--- config.mk ---
export PLATFORM = sky130hd
export DESIGN_NAME = lvex_core
export DESIGN_NICKNAME = d
export VERILOG_FILES = /design/src/core/lvex_pkg.sv /design/src/core/lvex_core.sv
export SDC_FILE = /design/constraint.sdc
export NUM_CORES = 1
export LEC_CHECK = 0
export BUFFER_PORTS_ARGS = -buffer_cell sky130_fd_sc_hd__buf_2
export CORE_UTILIZATION = 26
export CTS_CLUSTER_DIAMETER = 80
export DETAILED_ROUTE_END_ITERATION = 16
export GPL_TIMING_DRIVEN = 0
export HOLD_SLACK_MARGIN = 0.1
export PLACE_DENSITY_LB_ADDON = 0.12
export SLEW_MARGIN = 10
export SYNTH_ARGS = -nofsm -noshare
export SYNTH_HDL_FRONTEND = slang
export SYNTH_SLANG_ARGS = --single-unit
--- constraint.sdc ---
create_clock -name clk -period 2.1 [get_ports clk]
set_input_delay 0.315 -clock clk [delete_from_list [all_inputs] [get_ports clk]]
set_output_delay 0.315 -clock clk [all_outputs]
set_load 0.01 [all_outputs]
--- src/core/lvex_pkg.sv ---
// Constants and carriers for the low-vector exception logic
package lvex_pkg;
   localparam logic [11:0] OFF_CTRL = 12'h000;
   localparam logic [11:0] OFF_DSTAT = 12'h004;
   localparam logic [11:0] OFF_STATE = 12'h008;
   localparam int CTRL_MP = 0;
   localparam int CTRL_EM = 1;
   localparam int CTRL_TS = 2;
   localparam int CTRL_OSFX = 3;
   localparam int CTRL_OSXE = 4;
   localparam int CTRL_DE = 5;
   localparam int CTRL_GD = 6;
   localparam int CTRL_BPEN = 7;
   localparam int CTRL_W = 12;
   localparam logic [11:0] CTRL_RST = 12'h000;
   localparam int DS_BP = 0;
   localparam int DS_BS = 5;
   localparam int DS_BD = 6;
   localparam int DS_W = 7;
   localparam logic [6:0] DS_RST = 7'h00;
   localparam int ST_VEC = 0;
   localparam int ST_RF = 8;
   localparam int ST_PEND = 9;
   localparam int ST_BLK = 10;
   localparam logic [7:0] VEC_DE = 8'h00;
   localparam logic [7:0] VEC_DB = 8'h01;
   localparam logic [7:0] VEC_NMI = 8'h02;
   localparam logic [7:0] VEC_BP = 8'h03;
   localparam logic [7:0] VEC_OF = 8'h04;
   localparam logic [7:0] VEC_BR = 8'h05;
   localparam logic [7:0] VEC_UD = 8'h06;
   localparam logic [7:0] VEC_NM = 8'h07;
   localparam logic [1:0] RESP_OK = 2'h0;
   localparam logic [1:0] RESP_SLVERR = 2'h2;
   // Breakpoint hit order: insn, data read, data write, io, task switch
   typedef struct packed {
      logic valid;
      logic is_div, div_zero, div_ovf;
      logic one_byte_debug_trap_insn, one_byte_breakpoint_insn, into, bound, bound_out;
      logic rsvd_op, undef_insn, lock_bad, bad_oper;
      logic legacy64, sys_fast, sys_desc, smm_exit;
      logic legacy_vec, vec_media, vec_numexc;
      logic dr_access, dr_invalid;
      logic [2:0] dr_idx;
      logic fp_insn, fp_wait, media_insn;
      logic rf_defer, is_interrupt_return_insn, popped_rf, str_intr;
      logic [4:0] bp_hit;
   } lvex_dec_s;
   typedef struct packed {
      logic long64, long_mode, prot_en, v86, in_smm;
      logic overflow_flag, trap_flag;
   } lvex_mode_s;
   typedef struct packed {
      logic valid;
      logic [7:0] vector;
      logic is_trap;
      logic err_valid;
      logic pushed_rf;
   } lvex_exc_s;
endpackage

--- src/core/lvex_core.sv ---
// Low-vector exception detection, resume flag and NMI gating
module lvex_core #(
   parameter int ADDR_W = 12
) (
   input wire logic clk,
   input wire logic rst_n,
   input wire logic ce,
   input wire logic nmi_pin,
   input wire lvex_pkg::lvex_dec_s dec,
   input wire lvex_pkg::lvex_mode_s mode,
   output lvex_pkg::lvex_exc_s exc,
   output logic resume_flag,
   output logic nmi_blocked,
   input wire logic [ADDR_W-1:0] s_axi_awaddr,
   input wire logic s_axi_awvalid,
   output logic s_axi_awready,
   input wire logic [31:0] s_axi_wdata,
   input wire logic [3:0] s_axi_wstrb,
   input wire logic s_axi_wvalid,
   output logic s_axi_wready,
   output logic [1:0] s_axi_bresp,
   output logic s_axi_bvalid,
   input wire logic s_axi_bready,
   input wire logic [ADDR_W-1:0] s_axi_araddr,
   input wire logic s_axi_arvalid,
   output logic s_axi_arready,
   output logic [31:0] s_axi_rdata,
   output logic [1:0] s_axi_rresp,
   output logic s_axi_rvalid,
   input wire logic s_axi_rready
);
   logic [lvex_pkg::CTRL_W-1:0] ctrl_r;
   logic [lvex_pkg::DS_W-1:0] dstat_r, ds_set;
   lvex_pkg::lvex_exc_s exc_r, exc_nxt;
   logic rf_r, nmi_s1_r, nmi_s2_r, nmi_s3_r, nmi_pend_r, nmi_blk_r;
   logic [4:0] bp_en;
   logic ibp_c, gd_c, dbf_c, ud_c, nm_c, de_c, br_c, bp_c, of_c, dbt_c;
   logic fault_any, nmi_take, done_ok, wr_do;
   logic aw_got_r, w_got_r, awready_r, wready_r, bvalid_r, arready_r, rvalid_r;
   logic [ADDR_W-1:0] awaddr_r;
   logic [31:0] wdata_r, rdata_r;
   logic [3:0] wstrb_r;
   logic [1:0] bresp_r, rresp_r;

   function automatic logic hit(input logic [ADDR_W-1:0] a, input logic [11:0] off);
      hit = (a == ADDR_W'(off));
   endfunction

   function automatic logic mapped(input logic [ADDR_W-1:0] a);
      mapped = hit(a, lvex_pkg::OFF_CTRL) | hit(a, lvex_pkg::OFF_DSTAT)
         | hit(a, lvex_pkg::OFF_STATE);
   endfunction

   assign bp_en = ctrl_r[lvex_pkg::CTRL_BPEN +: 5];
   // Cause detection
   always_comb begin
      ibp_c = dec.bp_hit[0] & bp_en[0] & ~rf_r;
      gd_c = dec.dr_access & ctrl_r[lvex_pkg::CTRL_GD];
      dbf_c = ibp_c | gd_c | dec.dr_invalid;
      ud_c = dec.rsvd_op | dec.undef_insn | dec.lock_bad | dec.bad_oper;
      ud_c = ud_c | (dec.legacy64 & mode.long64) | (dec.sys_fast & mode.long_mode);
      ud_c = ud_c | (dec.sys_desc & (~mode.prot_en | mode.v86))
         | (dec.smm_exit & ~mode.in_smm);
      ud_c = ud_c | (dec.legacy_vec & ~ctrl_r[lvex_pkg::CTRL_OSFX])
         | (dec.vec_media & ctrl_r[lvex_pkg::CTRL_EM])
         | (dec.vec_numexc & ~ctrl_r[lvex_pkg::CTRL_OSXE]);
      ud_c = ud_c | (dec.dr_access & ctrl_r[lvex_pkg::CTRL_DE]
         & (dec.dr_idx == 3'h4 | dec.dr_idx == 3'h5));
      nm_c = dec.fp_wait & ctrl_r[lvex_pkg::CTRL_MP] & ctrl_r[lvex_pkg::CTRL_TS];
      nm_c = nm_c | (dec.fp_insn & (ctrl_r[lvex_pkg::CTRL_EM] | ctrl_r[lvex_pkg::CTRL_TS]))
         | (dec.media_insn & ctrl_r[lvex_pkg::CTRL_TS]);
      de_c = dec.is_div & (dec.div_zero | dec.div_ovf);
      br_c = dec.bound & dec.bound_out;
      bp_c = dec.one_byte_breakpoint_insn;
      of_c = dec.into & mode.overflow_flag;
      dbt_c = dec.one_byte_debug_trap_insn | (|(dec.bp_hit[4:1] & bp_en[4:1])) | mode.trap_flag;
      fault_any = dbf_c | ud_c | nm_c | de_c | br_c;
      done_ok = dec.valid & ~fault_any;
      nmi_take = dec.valid & nmi_pend_r & ~nmi_blk_r & ~fault_any
         & ~bp_c & ~of_c & ~dbt_c;
   end

   // Single event per boundary, fixed priority
   always_comb begin
      exc_nxt = '0;
      exc_nxt.valid = dec.valid;
      exc_nxt.pushed_rf = 1'b1;
      if (dbf_c) begin
         exc_nxt.vector = lvex_pkg::VEC_DB;
         exc_nxt.pushed_rf = 1'b0;
      end else if (ud_c) begin
         exc_nxt.vector = lvex_pkg::VEC_UD;
      end else if (nm_c) begin
         exc_nxt.vector = lvex_pkg::VEC_NM;
      end else if (de_c) begin
         exc_nxt.vector = lvex_pkg::VEC_DE;
      end else if (br_c) begin
         exc_nxt.vector = lvex_pkg::VEC_BR;
      end else if (bp_c) begin
         exc_nxt.vector = lvex_pkg::VEC_BP;
         exc_nxt.is_trap = 1'b1;
      end else if (of_c) begin
         exc_nxt.vector = lvex_pkg::VEC_OF;
         exc_nxt.is_trap = 1'b1;
      end else if (dbt_c) begin
         exc_nxt.vector = lvex_pkg::VEC_DB;
         exc_nxt.is_trap = 1'b1;
         exc_nxt.pushed_rf = 1'b0;
      end else if (nmi_take) begin
         exc_nxt.vector = lvex_pkg::VEC_NMI;
         exc_nxt.is_trap = 1'b1;
         exc_nxt.pushed_rf = dec.str_intr | rf_r;
      end else begin
         exc_nxt.valid = 1'b0;
      end
      exc_nxt.err_valid = 1'b0;
      if (!exc_nxt.valid) begin
         exc_nxt.vector = exc_r.vector;
      end
   end

   // Status causes recorded with a debug event
   always_comb begin
      ds_set = '0;
      if (dec.valid & exc_nxt.valid & exc_nxt.vector == lvex_pkg::VEC_DB) begin
         ds_set[lvex_pkg::DS_BP +: 5] = dec.bp_hit & bp_en & {4'hf, ~rf_r};
         ds_set[lvex_pkg::DS_BS] = mode.trap_flag;
         ds_set[lvex_pkg::DS_BD] = gd_c;
      end
   end

   always_ff @(posedge clk) begin
      if (!rst_n) begin
         exc_r <= '0;
      end else if (ce) begin
         exc_r <= exc_nxt;
      end
   end

   // Resume flag tracking
   always_ff @(posedge clk) begin
      if (!rst_n) begin
         rf_r <= 1'b0;
      end else if (ce && done_ok) begin
         if (dec.is_interrupt_return_insn) begin
            rf_r <= dec.popped_rf;
         end else if (!dec.rf_defer) begin
            rf_r <= 1'b0;
         end
      end
   end

   // NMI pin synchroniser and edge
   always_ff @(posedge clk) begin
      if (!rst_n) begin
         nmi_s1_r <= 1'b0;
         nmi_s2_r <= 1'b0;
         nmi_s3_r <= 1'b0;
      end else if (ce) begin
         nmi_s1_r <= nmi_pin;
         nmi_s2_r <= nmi_s1_r;
         nmi_s3_r <= nmi_s2_r;
      end
   end

   // NMI pending and blocking
   always_ff @(posedge clk) begin
      if (!rst_n) begin
         nmi_pend_r <= 1'b0;
         nmi_blk_r <= 1'b0;
      end else if (ce) begin
         if (nmi_take) begin
            nmi_pend_r <= 1'b0;
         end else if (nmi_s2_r && !nmi_s3_r && !nmi_blk_r) begin
            nmi_pend_r <= 1'b1;
         end
         if (nmi_take) begin
            nmi_blk_r <= 1'b1;
         end else if (done_ok && dec.is_interrupt_return_insn) begin
            nmi_blk_r <= 1'b0;
         end
      end
   end

   // Write channel
   assign wr_do = aw_got_r & w_got_r & ~bvalid_r;
   always_ff @(posedge clk) begin
      if (!rst_n) begin
         aw_got_r <= 1'b0;
         w_got_r <= 1'b0;
         awready_r <= 1'b1;
         wready_r <= 1'b1;
         bvalid_r <= 1'b0;
         bresp_r <= lvex_pkg::RESP_OK;
         awaddr_r <= '0;
         wdata_r <= '0;
         wstrb_r <= '0;
      end else if (ce) begin
         if (s_axi_awvalid && awready_r) begin
            aw_got_r <= 1'b1;
            awready_r <= 1'b0;
            awaddr_r <= s_axi_awaddr;
         end
         if (s_axi_wvalid && wready_r) begin
            w_got_r <= 1'b1;
            wready_r <= 1'b0;
            wdata_r <= s_axi_wdata;
            wstrb_r <= s_axi_wstrb;
         end
         if (wr_do) begin
            aw_got_r <= 1'b0;
            w_got_r <= 1'b0;
            bvalid_r <= 1'b1;
            bresp_r <= mapped(awaddr_r) ? lvex_pkg::RESP_OK : lvex_pkg::RESP_SLVERR;
         end
         if (bvalid_r && s_axi_bready) begin
            bvalid_r <= 1'b0;
            awready_r <= 1'b1;
            wready_r <= 1'b1;
         end
      end
   end

   // Control register, byte lanes 0 and 1
   always_ff @(posedge clk) begin
      if (!rst_n) begin
         ctrl_r <= lvex_pkg::CTRL_RST;
      end else if (ce && wr_do && hit(awaddr_r, lvex_pkg::OFF_CTRL)) begin
         if (wstrb_r[0]) begin
            ctrl_r[7:0] <= wdata_r[7:0];
         end
         if (wstrb_r[1]) begin
            ctrl_r[11:8] <= wdata_r[11:8];
         end
      end
   end

   // Debug status: write one to clear, new cause wins
   always_ff @(posedge clk) begin
      if (!rst_n) begin
         dstat_r <= lvex_pkg::DS_RST;
      end else if (ce) begin
         if (wr_do && wstrb_r[0] && hit(awaddr_r, lvex_pkg::OFF_DSTAT)) begin
            dstat_r <= (dstat_r & ~wdata_r[lvex_pkg::DS_W-1:0]) | ds_set;
         end else begin
            dstat_r <= dstat_r | ds_set;
         end
      end
   end

   // Read channel
   always_ff @(posedge clk) begin
      if (!rst_n) begin
         arready_r <= 1'b1;
         rvalid_r <= 1'b0;
         rdata_r <= '0;
         rresp_r <= lvex_pkg::RESP_OK;
      end else if (ce) begin
         if (s_axi_arvalid && arready_r) begin
            arready_r <= 1'b0;
            rvalid_r <= 1'b1;
            rresp_r <= mapped(s_axi_araddr) ? lvex_pkg::RESP_OK : lvex_pkg::RESP_SLVERR;
            rdata_r <= '0;
            if (hit(s_axi_araddr, lvex_pkg::OFF_CTRL)) begin
               rdata_r[lvex_pkg::CTRL_W-1:0] <= ctrl_r;
            end else if (hit(s_axi_araddr, lvex_pkg::OFF_DSTAT)) begin
               rdata_r[lvex_pkg::DS_W-1:0] <= dstat_r;
            end else if (hit(s_axi_araddr, lvex_pkg::OFF_STATE)) begin
               rdata_r[lvex_pkg::ST_VEC +: 8] <= exc_r.vector;
               rdata_r[lvex_pkg::ST_RF] <= rf_r;
               rdata_r[lvex_pkg::ST_PEND] <= nmi_pend_r;
               rdata_r[lvex_pkg::ST_BLK] <= nmi_blk_r;
            end
         end
         if (rvalid_r && s_axi_rready) begin
            rvalid_r <= 1'b0;
            arready_r <= 1'b1;
         end
      end
   end

   assign exc = exc_r;
   assign resume_flag = rf_r;
   assign nmi_blocked = nmi_blk_r;
   assign s_axi_awready = awready_r;
   assign s_axi_wready = wready_r;
   assign s_axi_bvalid = bvalid_r;
   assign s_axi_bresp = bresp_r;
   assign s_axi_arready = arready_r;
   assign s_axi_rvalid = rvalid_r;
   assign s_axi_rdata = rdata_r;
   assign s_axi_rresp = rresp_r;
endmodule

==> impl_summary.txt, run 1 <==
----------------------------------------------------
[Min path]
  Min-Delay Startpoint ... s_axi_awaddr[8]
  Terminating pin of the worst hold path ... awaddr_r[8]
  Class of the tightest hold or removal check ... in2reg
  Hold-critical path depth ... 3

[Clock network]
  Post-CTS Repair Setup Buffers ... 0
  Number of sinks on the clock net ... between 80 and 90
  Maximum buffer depth of the clock tree ... 2
  H-tree levels ... 3
  Number of buffers inserted during clock tree synthesis ... 9
  Clock root buffer ... clkbuf_16
  Number of gates resized after cts ... 0
  TritonCTS clock tree ... built
  Clock latency of the later-clocked register in the worst-skew pair ... 350 ps
  Clock Pin Slew Worst Setup and Hold Paths ... around 60 ps
  Cts hold-fix bufs ... 0

[Placed design]
  IO buf count ... about 120
  Routability-driven placement congestion ratio ... approximately 0.85
  Instance area after placement ... ~0.0050 mm²
  Placed cells ... between 700 and 800
  Post-DP HPWL ... 9.949 mm

[STA]
  Final max-slew violation count ... 0
  Worst slew margin relative to its limit ... 48.26%
  Worst Skew ... around 5.7 ps
  Number of setup violations in the final report ... 0
  Share of the clock period used by the worst path after layout ... 93.10%
  Maximum clock frequency ... slightly above 500 MHz
  Worst-margin pin slew ... 776.0 ps
  Count of endpoints failing hold in the final timing report ... 0
  Crit path time final ... 1955 ps
  Unrepaired setup endpoints after global routing ... no

[Synth]
  Leading register cell type out of synthesis ... dfxtp_1
  FF+latch count, synth ... 83
  Post-Synthesis Cells ... 466
  Fraction of registers with async set or reset after synthesis ... 0%
  Post-synth EDFFs ... 0
  Most area-hungry cell type in the Yosys netlist ... dfxtp_1
  Sequential fraction of the synthesis area ... around 41%
  Synth top area cells ... dfxtp_1 41%, nand2_1 8.9%, mux2i_1 5.9%
  Count of distinct cell types in the synthesized netlist ... 53
  Yosys synthesis warning count ... 0
  Post-Syn Area ... 0.004056 mm²
  Portion of synthesized cell area occupied by the leading cell type ... about two fifths
  Average size of a mapped cell ... 8.705 µm²

[Floorplan]
  Die Outline Area ... approximately 0.016 mm²
  Core Area ... 0.01520 mm²
  Die height ... about 130 µm
  Initial core utilization ... a little over a quarter
  Horizontal die dimension ... 126.9 µm
  I/O pin total ... 168
  Rows ... 45

[GRT]
  Pin count of the biggest net entering global routing ... 15
  Number of antenna violations at the first check in global routing ... 1
  Leftover overflow at the end of global routing ... 0
  Via count of the first global-routing pass ... about 3.6k
  First-pass GRT wire length ... roughly 19 mm
  Overall Global Routing Usage ... roughly 16%

[Layout]
  Inserted Diodes ... 0
  Commonest cells after routing, fill and taps aside ... 121 x buf_2, 96 x nand2_1, 83 x dfxtp_1, 28 x a21boi_0
  Synthesis-to-layout area growth ... 31.77%
  Non-filler cells, final ... 811
  Share of layout cells above drive strength 1 ... between 20% and 30%
  Layout net count ... roughly 730
  Commonest non-fill, non-tap cell in the layout ... buf_2
  Fin area ... 0.005345 mm²

[Pwr]
  Total power after layout ... 4.026 mW
  Leakage power summed over all cells ... around 2.4 nW
  Worst supply voltage drop on vdd ... 0.3874 mV
  Total power density per cell area ... between 700 and 800 mW/mm²

[Run]
  Reported max-cap violation count ... 0

[Critical path]
  CP Max Fanout ... 7
  Capturing element type of the critical path ... flop
  Worst Path Arrival ... 2190 ps
  Startpoint types ... flop
  Category of the most critical setup path ... reg2reg
  Reg-to-Reg Start ... s_axi_bvalid
  Req. time, crit path ... 2330 ps
  Worst reg2reg endpoint ... dstat_r[3]
  R2r worst-path depth ... 5
  Flop-to-flop setup slack ... around 140 ps

[Route]
  Antenna violation net count after detailed routing ... 0
  Via count ... around 3.7k
  Drc violations ... 0
  First-pass DRT Iterations ... 4
  Starting DRT DRC Count ... 150
  Routed wire length ... 12.49 mm
  Detail-routed net length per standard cell ... 15.40 µm
  Vias per cell ... between 4 and 5

[Status]
  Run status ... finished, final reports clean

----------------------------------------------------
[area by class of cell]
type / count / area (µm²)
Buffer: 47 / 269.0
Clock buffer: 10 / 239.0
Clock inverter: 6 / 136.4
Fill cell: 1641 / 9857
Inverter: 2 / 7.507
Multi-Input combinational cell: 356 / 2201
Sequential cell: 83 / 1662
Tap cell: 188 / 235.2
Timing Repair Buffer: 119 / 595.6
[synthesized netlist by cell type, types with 4 or more instances]
master    count
nand4b_1      6
a21boi_0     28
o211ai_1      8
clkbuf_1     21
mux2_2        4
a211oi_1      6
nor2_1       12
nor2b_1      19
a21o_1        6
nand2_1      96
o21ai_0      11
nand2b_1      5
nand3_1      22
dfxtp_1      83
nand3b_1      4
a21oi_1      12
buf_4        24
mux2i_1      24
o21a_1        5
and3b_1       7
and3_1        6
a21boi_1     14
[worst max-delay path by stage]
stage,startpoint,to,slack [ps]
2_1_floorplan,dec[26],exc[11],360
3_3_place_gp,ce,dstat_r[3],-190
3_5_place_dp,ce,dstat_r[3],-190
4_1_cts,ctrl_r[1],exc[11],110
5_1_grt,awaddr_r[5],ctrl_r[10],20
6_report,s_axi_bvalid,dstat_r[3],140
[per-stage QoR]
step                hold WS (ps)  utilization, %  setup TNS [ps]  worst slack [ps]
floorplan                  442.8               -               0             356.7
global placement           437.4           32.69          -829.7            -191.5
detailed placement         442.6           32.69           -1149            -188.3
CTS                        198.3           35.16               0             112.6
global route               210.0           35.16               0             22.26
finish                     207.8           35.16               0             144.8
[logic make-up (layout without fill, tap and decap cells)]
group	Yosys count	in the layout	share of synthesized area, %
and+or+nand+nor	200	200	26.34
AOI/OAI and AO/OA	105	105	18.75
DFF	83	83	40.96
buffers and inverters	49	184	6.817
muxes	28	28	7.033
other	1	23	0.09245
[where the power goes]
part | switching [mW] | total, mW | internal [mW]
registers | 0.0320 | 1.65 | 1.62
clock network | 0.661 | 1.98 | 1.32
logic | 0.220 | 0.401 | 0.181
total | 0.913 | 4.03 | 3.11
[registers in the layout, summed over array words and instances, names as in the netlist, 2 cells and up]
name / flops
ctrl_r: 12
s_axi_rdata: 12
wdata_r: 12
wstrb_r: 2
dstat_r: 7
awaddr_r: 12
exc: 11
[routing by layer]
layer / GRT usage (%) / vias to the layer above / share of wire [%]
met4: 7.983 / 0 / 3.1
li1: - / 1913 / -
met1: 20.71 / 1690 / 47
met2: 25.27 / 112 / 45
met3: 3.037 / 22 / 4.8
met5: 0 / - / 0
[worst max-delay path, stage by stage (launching register included)]
cell and delay [ps]:
dfxtp_1 350, and4b_1 320, nand4_1 170, nor3_2 580, a21oi_1 170, a211o_1 250
Power figures use the tool's default switching activity.
==> run 2, diff against run 1 <==
Settings changed: RECOVER_POWER set to 25.
==> run 2 against run 1 <==
  * Global-route usage unchanged
  * Clock skew about the same
  * Wire length up 0.24%
  * Critical path depth unchanged
  * First-iteration DRC count up 6.0%
  * Sequential power about the same
  * Core utilization down 0.21 points
  * Largest cell class unchanged
  * Largest power group unchanged
  * Flip-flop and latch count unchanged
==> impl_summary.txt, run 2 (same netlist as run 1, synthesis figures left out) <==
----------------------------------------------------
[GRT]
  Overall Global Routing Usage ... between 10% and 20%
  Pin count of the biggest net entering global routing ... 15
  Via count of the first global-routing pass ... between 3k and 4k
  Leftover overflow at the end of global routing ... 0
  Number of antenna violations at the first check in global routing ... 1
  First-pass GRT wire length ... a little under 20 mm

[Route]
  First-pass DRT Iterations ... 5
  Starting DRT DRC Count ... 159
  Drc violations ... 0
  Via count ... about 3.7k
  Detail-routed net length per standard cell ... roughly 15 µm
  Routed wire length ... around 13 mm
  Vias per cell ... around 4.6
  Antenna violation net count after detailed routing ... 0

[Clock network]
  Clock Pin Slew Worst Setup and Hold Paths ... around 60 ps
  Maximum buffer depth of the clock tree ... 2
  Clock root buffer ... clkbuf_16
  H-tree levels ... 3
  Number of buffers inserted during clock tree synthesis ... 9
  Clock latency of the later-clocked register in the worst-skew pair ... roughly 350 ps
  Number of sinks on the clock net ... between 80 and 90
  Post-CTS Repair Setup Buffers ... 0
  TritonCTS clock tree ... built

[Floorplan]
  Horizontal die dimension ... 126.9 µm
  Die Outline Area ... approximately 0.016 mm²
  Die height ... between 100 and 150 µm
  Core Area ... 0.01520 mm²
  Rows ... 45
  I/O pin total ... between 150 and 200
  Initial core utilization ... a little over a quarter

[Critical path]
  Category of the most critical setup path ... reg2reg
  Startpoint types ... flop
  CP Max Fanout ... 7
  Req. time, crit path ... ~2300 ps
  Capturing element type of the critical path ... flop
  Worst Path Arrival ... ~2200 ps

[Pwr]
  Worst supply voltage drop on vdd ... a little under 0.4 mV
  Leakage power summed over all cells ... around 2.2 nW
  Total power density per cell area ... 757.4 mW/mm²
  Total power after layout ... between 4 and 5 mW

[STA]
  Unrepaired setup endpoints after global routing ... no
  Worst slew margin relative to its limit ... 48.24%
  Crit path time final ... between 1500 and 2000 ps
  Count of endpoints failing hold in the final timing report ... 0
  Number of setup violations in the final report ... 0
  Worst Skew ... roughly 5.6 ps
  Final max-slew violation count ... 0
  Final worst slack ... between 100 and 150 ps
  Maximum clock frequency ... ~510 MHz
  Share of the clock period used by the worst path after layout ... 93.16%
  Worst-margin pin slew ... 776.4 ps

[Layout]
  Fin area ... approximately 0.0053 mm²
  Commonest cells after routing, fill and taps aside ... 96 x nand2_1, 96 x buf_2, 83 x dfxtp_1, 46 x clkbuf_1, 28 x a21boi_0
  Layout Utilization ... about a third
  Inserted Diodes ... 0
  Synthesis-to-layout area growth ... 31.00%
  Share of layout cells above drive strength 1 ... ~24%
  Layout net count ... between 700 and 800

[Min path]
  Class of the tightest hold or removal check ... in2reg

[Placed design]
  Instance area after placement ... about 0.0050 mm²
  Post-DP HPWL ... slightly below 10 mm
  Routability-driven placement congestion ratio ... 0.8494
  Worst slack at placement ... -188.3 ps
  IO buf count ... 119

[Run]
  Reported max-cap violation count ... 0

[Status]
  Run status ... finished, final reports clean

----------------------------------------------------
[run 2: changes by cell type in the layout (fill, tap and decap cells not counted), sizes merged]
| cell | delta |
|---|---|
| buf | -25 |
| clkbuf | +25 |
[run 2: repair_timing]
item,CTS,global route
endpoints found under the setup margin,0,1
hold buffers,0,0
gates resized for setup,0,0
[run 2: worst paths after layout]
check	cells after the start	startpoint	endpoint	slack, ps
hold / removal	3	s_axi_awaddr[8]	awaddr_r[8]	210
setup / recovery	5	s_axi_bvalid	dstat_r[3]	140
setup reg to reg	5	s_axi_bvalid	dstat_r[3]	140
hold reg to reg	2	s_axi_rdata[6]	s_axi_rdata[6]	450
[run 2: layout make-up]
class                      count  area, µm²
fill                        1652       9888
timing repair buffer         119      564.3
multi-input combinational    356       2201
inverter                       2      7.507
clock inverter                 6      136.4
tap                          188      235.2
sequential                    83       1662
clock buffer                  10      239.0
buffer                        47      269.0
[run 2: report_power, final]
group | switching (mW) | internal (mW)
logic | 0.220 | 0.179
registers | 0.0323 | 1.62
clock network | 0.661 | 1.32
total | 0.913 | 3.11
[run 2: per-stage QoR]
step / cells / hold slack [ps] / setup TNS, ps
floorplan: 488 / 442.8 / 0
global placement: 795 / 437.4 / -829.7
detailed placement: 795 / 442.6 / -1149
CTS: 811 / 198.3 / 0
global route: 811 / 210.0 / 0
finish: 811 / 207.8 / 0
[run 2: layer usage]
| layer | vias to the layer above | part of all wire [%] | GRT usage (%) |
|---|---|---|---|
| met4 | 0 | 2.9 | 7.983 |
| met2 | 114 | 45 | 25.27 |
| met3 | 22 | 4.5 | 3.037 |
| met1 | 1686 | 48 | 20.71 |
| li1 | 1913 | - | - |
| met5 | - | 0 | 0 |
[run 2: worst max-delay path: stages (launching register included)]
cell and delay, ps:
dfxtp_1 350, and4b_1 320, nand4_1 170, nor3_2 580, a21oi_1 170, a211o_1 250
==> run 3, diff against run 2 <==
Settings changed: ABC_AREA set to 1, HOLD_SLACK_MARGIN 0.1 to 0.08.
==> run 3 against run 2 <==
  * Clock power decreased by 24%
  * Core utilization is 0.29 points lower
  * Synthesized area shrank 4.2%
  * Flip-flop and latch count did not move
  * Power decreased by 10%
  * Clock-buffer cell count is 1 lower
  * Combinational power up 11%
  * Clock skew hardly changed
  * First-iteration DRC count is 16% higher
  * Via count rose by 4.0%
  * Worst hold slack better by 14 ps
  * Non-clock buffer count decreased by 5
==> impl_summary.txt, run 3 <==
----------------------------------------------------
[Status]
  Run status ... finished, final reports clean

[STA]
  Final max-slew violation count ... 0
  Number of setup violations in the final report ... 0
  Share of the clock period used by the worst path after layout ... 88.49%
  Aggregate negative setup slack ... 0 ps
  Maximum clock frequency ... between 500 and 600 MHz
  Worst slew margin relative to its limit ... ~57%
  Unrepaired setup endpoints after global routing ... no
  Worst Skew ... 5.389 ps
  Crit path time final ... approximately 1900 ps
  Worst-margin pin slew ... roughly 650 ps
  Smallest hold slack ... 221.4 ps
  Count of endpoints failing hold in the final timing report ... 0

[Route]
  Antenna violation net count after detailed routing ... 0
  Routed wire length ... 12.23 mm
  Vias per cell ... roughly 4.5
  First-pass DRT Iterations ... 4
  Via count ... 3,885
  Starting DRT DRC Count ... ~180
  Drc violations ... 0
  Detail-routed net length per standard cell ... approximately 14 µm

[Clock network]
  Cts hold-fix bufs ... 0
  Clock Pin Slew Worst Setup and Hold Paths ... ~70 ps
  H-tree levels ... 3
  Maximum buffer depth of the clock tree ... 2
  Post-CTS Repair Setup Buffers ... 0
  TritonCTS clock tree ... built
  Number of gates resized after cts ... 0
  Clock latency of the later-clocked register in the worst-skew pair ... 340 ps
  Number of sinks on the clock net ... 83
  Clock root buffer ... clkbuf_16
  Number of buffers inserted during clock tree synthesis ... 9

[Floorplan]
  Core Area ... roughly 0.015 mm²
  Rows ... 44
  Die height ... approximately 120 µm
  Die Outline Area ... about 0.015 mm²
  Initial core utilization ... a little over a quarter
  I/O pin total ... around 170
  Horizontal die dimension ... about 120 µm

[Pwr]
  Worst supply voltage drop on vdd ... about 0.38 mV
  Total power density per cell area ... approximately 720 mW/mm²
  Leakage power summed over all cells ... ~2.2 nW

[Critical path]
  Category of the most critical setup path ... reg2reg
  Worst Path Arrival ... ~2100 ps
  CP Max Fanout ... 10
  Startpoint types ... flop
  Req. time, crit path ... 2330 ps
  Capturing element type of the critical path ... flop

[Layout]
  Synthesis-to-layout area growth ... 29.61%
  Commonest cells after routing, fill and taps aside ... 99 x nand2_1, 95 x buf_2, 83 x dfxtp_1, 64 x a21oi_1, 50 x inv_1
  Non-filler cells, final ... 870
  Commonest non-fill, non-tap cell in the layout ... nand2_1
  Inserted Diodes ... 0
  Share of layout cells above drive strength 1 ... about a quarter
  Number of fill cells in the layout ... about 1.6k
  Layout net count ... roughly 790

[Synth]
  Fraction of registers with async set or reset after synthesis ... 0%
  Portion of synthesized cell area occupied by the leading cell type ... 42.74%
  Average size of a mapped cell ... around 7.3 µm²
  Post-Syn Area ... between 0.003 and 0.004 mm²
  Most area-hungry cell type in the Yosys netlist ... dfxtp_1
  Post-Synthesis Cells ... 529
  Sequential fraction of the synthesis area ... 42.74%
  Leading cell types by count after synthesis ... 99 x nand2_1, 83 x dfxtp_1, 64 x a21oi_1, 50 x inv_1
  FF+latch count, synth ... just over 80
  Count of distinct cell types in the synthesized netlist ... 38
  Count leader, synth ... nand2_1
  Synth top area cells ... dfxtp_1 43%, nand2_1 9.6%, a21oi_1 8.2%
  Yosys synthesis warning count ... 0
  Post-synth EDFFs ... 0
  Leading register cell type out of synthesis ... dfxtp_1

[GRT]
  Pin count of the biggest net entering global routing ... 16
  Overall Global Routing Usage ... between 15 and 20%
  First-pass GRT wire length ... just under 20 mm
  Number of antenna violations at the first check in global routing ... 0
  Via count of the first global-routing pass ... 3,619
  Leftover overflow at the end of global routing ... 0

[Min path]
  Class of the tightest hold or removal check ... in2reg

[Placed design]
  Post-DP HPWL ... slightly below 10 mm
  IO buf count ... 119
  Placed cells ... between 800 and 900
  Routability-driven placement congestion ratio ... between 0.8 and 0.9

[Run]
  Reported max-cap violation count ... 0

----------------------------------------------------
run 3: changes by cell type after synthesis, sizes merged, moves of 7 or more:
cell,before,now
a21boi,42,0
a21oi,12,64
and3b,7,0
clkbuf,21,13
inv,2,60
mux2i,24,0
nand2,96,104
nand3,22,30
nand4,1,13
nor2,12,47
nor2b,19,0
nor3,2,12
o21ai,12,43
run 3: critical path, cell delays in order, from the launching register on:
cell and delay [ps]:
dfxtp_1 350, nor3_1 200, inv_1 60, nor2_1 240
inv_1 130, nor2_1 170, nand2_1 150, buf_2 220
o21ai_1 180, a21oi_1 60
run 3: worst paths after layout:
path	from	endpoint	slack, ps	cells after the start
min reg2reg	w_got_r	w_got_r	450	2
min	nmi_pin	nmi_s1_r	220	3
max reg2reg	s_axi_bvalid	ctrl_r[4]	240	9
max	s_axi_bvalid	ctrl_r[4]	240	9
run 3: kinds of logic (layout without fill, tap and decap cells):
| family | after synthesis | after routing | synth area share, % |
|---|---|---|---|
| AND/OR/NAND/NOR | 209 | 209 | 25.94 |
| AO/OA/AOI/OAI | 133 | 133 | 18.96 |
| buffers and inverters | 103 | 238 | 12.26 |
| flip-flops | 83 | 83 | 42.74 |
| other | 1 | 23 | 0.09646 |
run 3: final cells by class:
type                       count  area (µm²)  share of cell area (%)
tap                          184       230.2                   4.569
timing repair buffer         119       561.8                   11.15
clock inverter                 7       51.30                   1.018
buffer                        42       247.7                   4.917
sequential                    83        1662                   32.98
multi-input combinational    365        1832                   36.35
clock buffer                   9       225.2                   4.470
inverter                      61       229.0                   4.544
run 3: power breakdown:
group          internal (mW)  total, mW  switching, mW
clock                  0.808       1.50          0.693
combinational          0.179      0.441          0.261
sequential              1.64       1.68         0.0390
total                   2.63       3.62          0.993
run 3: metal layers:
metal  global-route usage [%]  wire, µm  vias to the layer above
met2                    26.19      5633                      137
met1                    21.20      5649                     1710
met5                        0         0                        -
met3                    3.608       831                        9
met4                    4.111       117                        0
li1                         -         -                     2029
run 3: through the flow:
step           utilization, %  cell area (µm²)  setup WS (ps)  power [mW]
3_5_place_dp            33.00             4796          32.73       2.163
5_1_grt                 34.67             5039          90.35       3.776
2_1_floorplan               -             3970          616.8       1.970
4_1_cts                 34.90             5072          214.2       3.656
6_report                34.67             5039          241.7       3.619
3_3_place_gp            33.00             4796          29.56       2.157
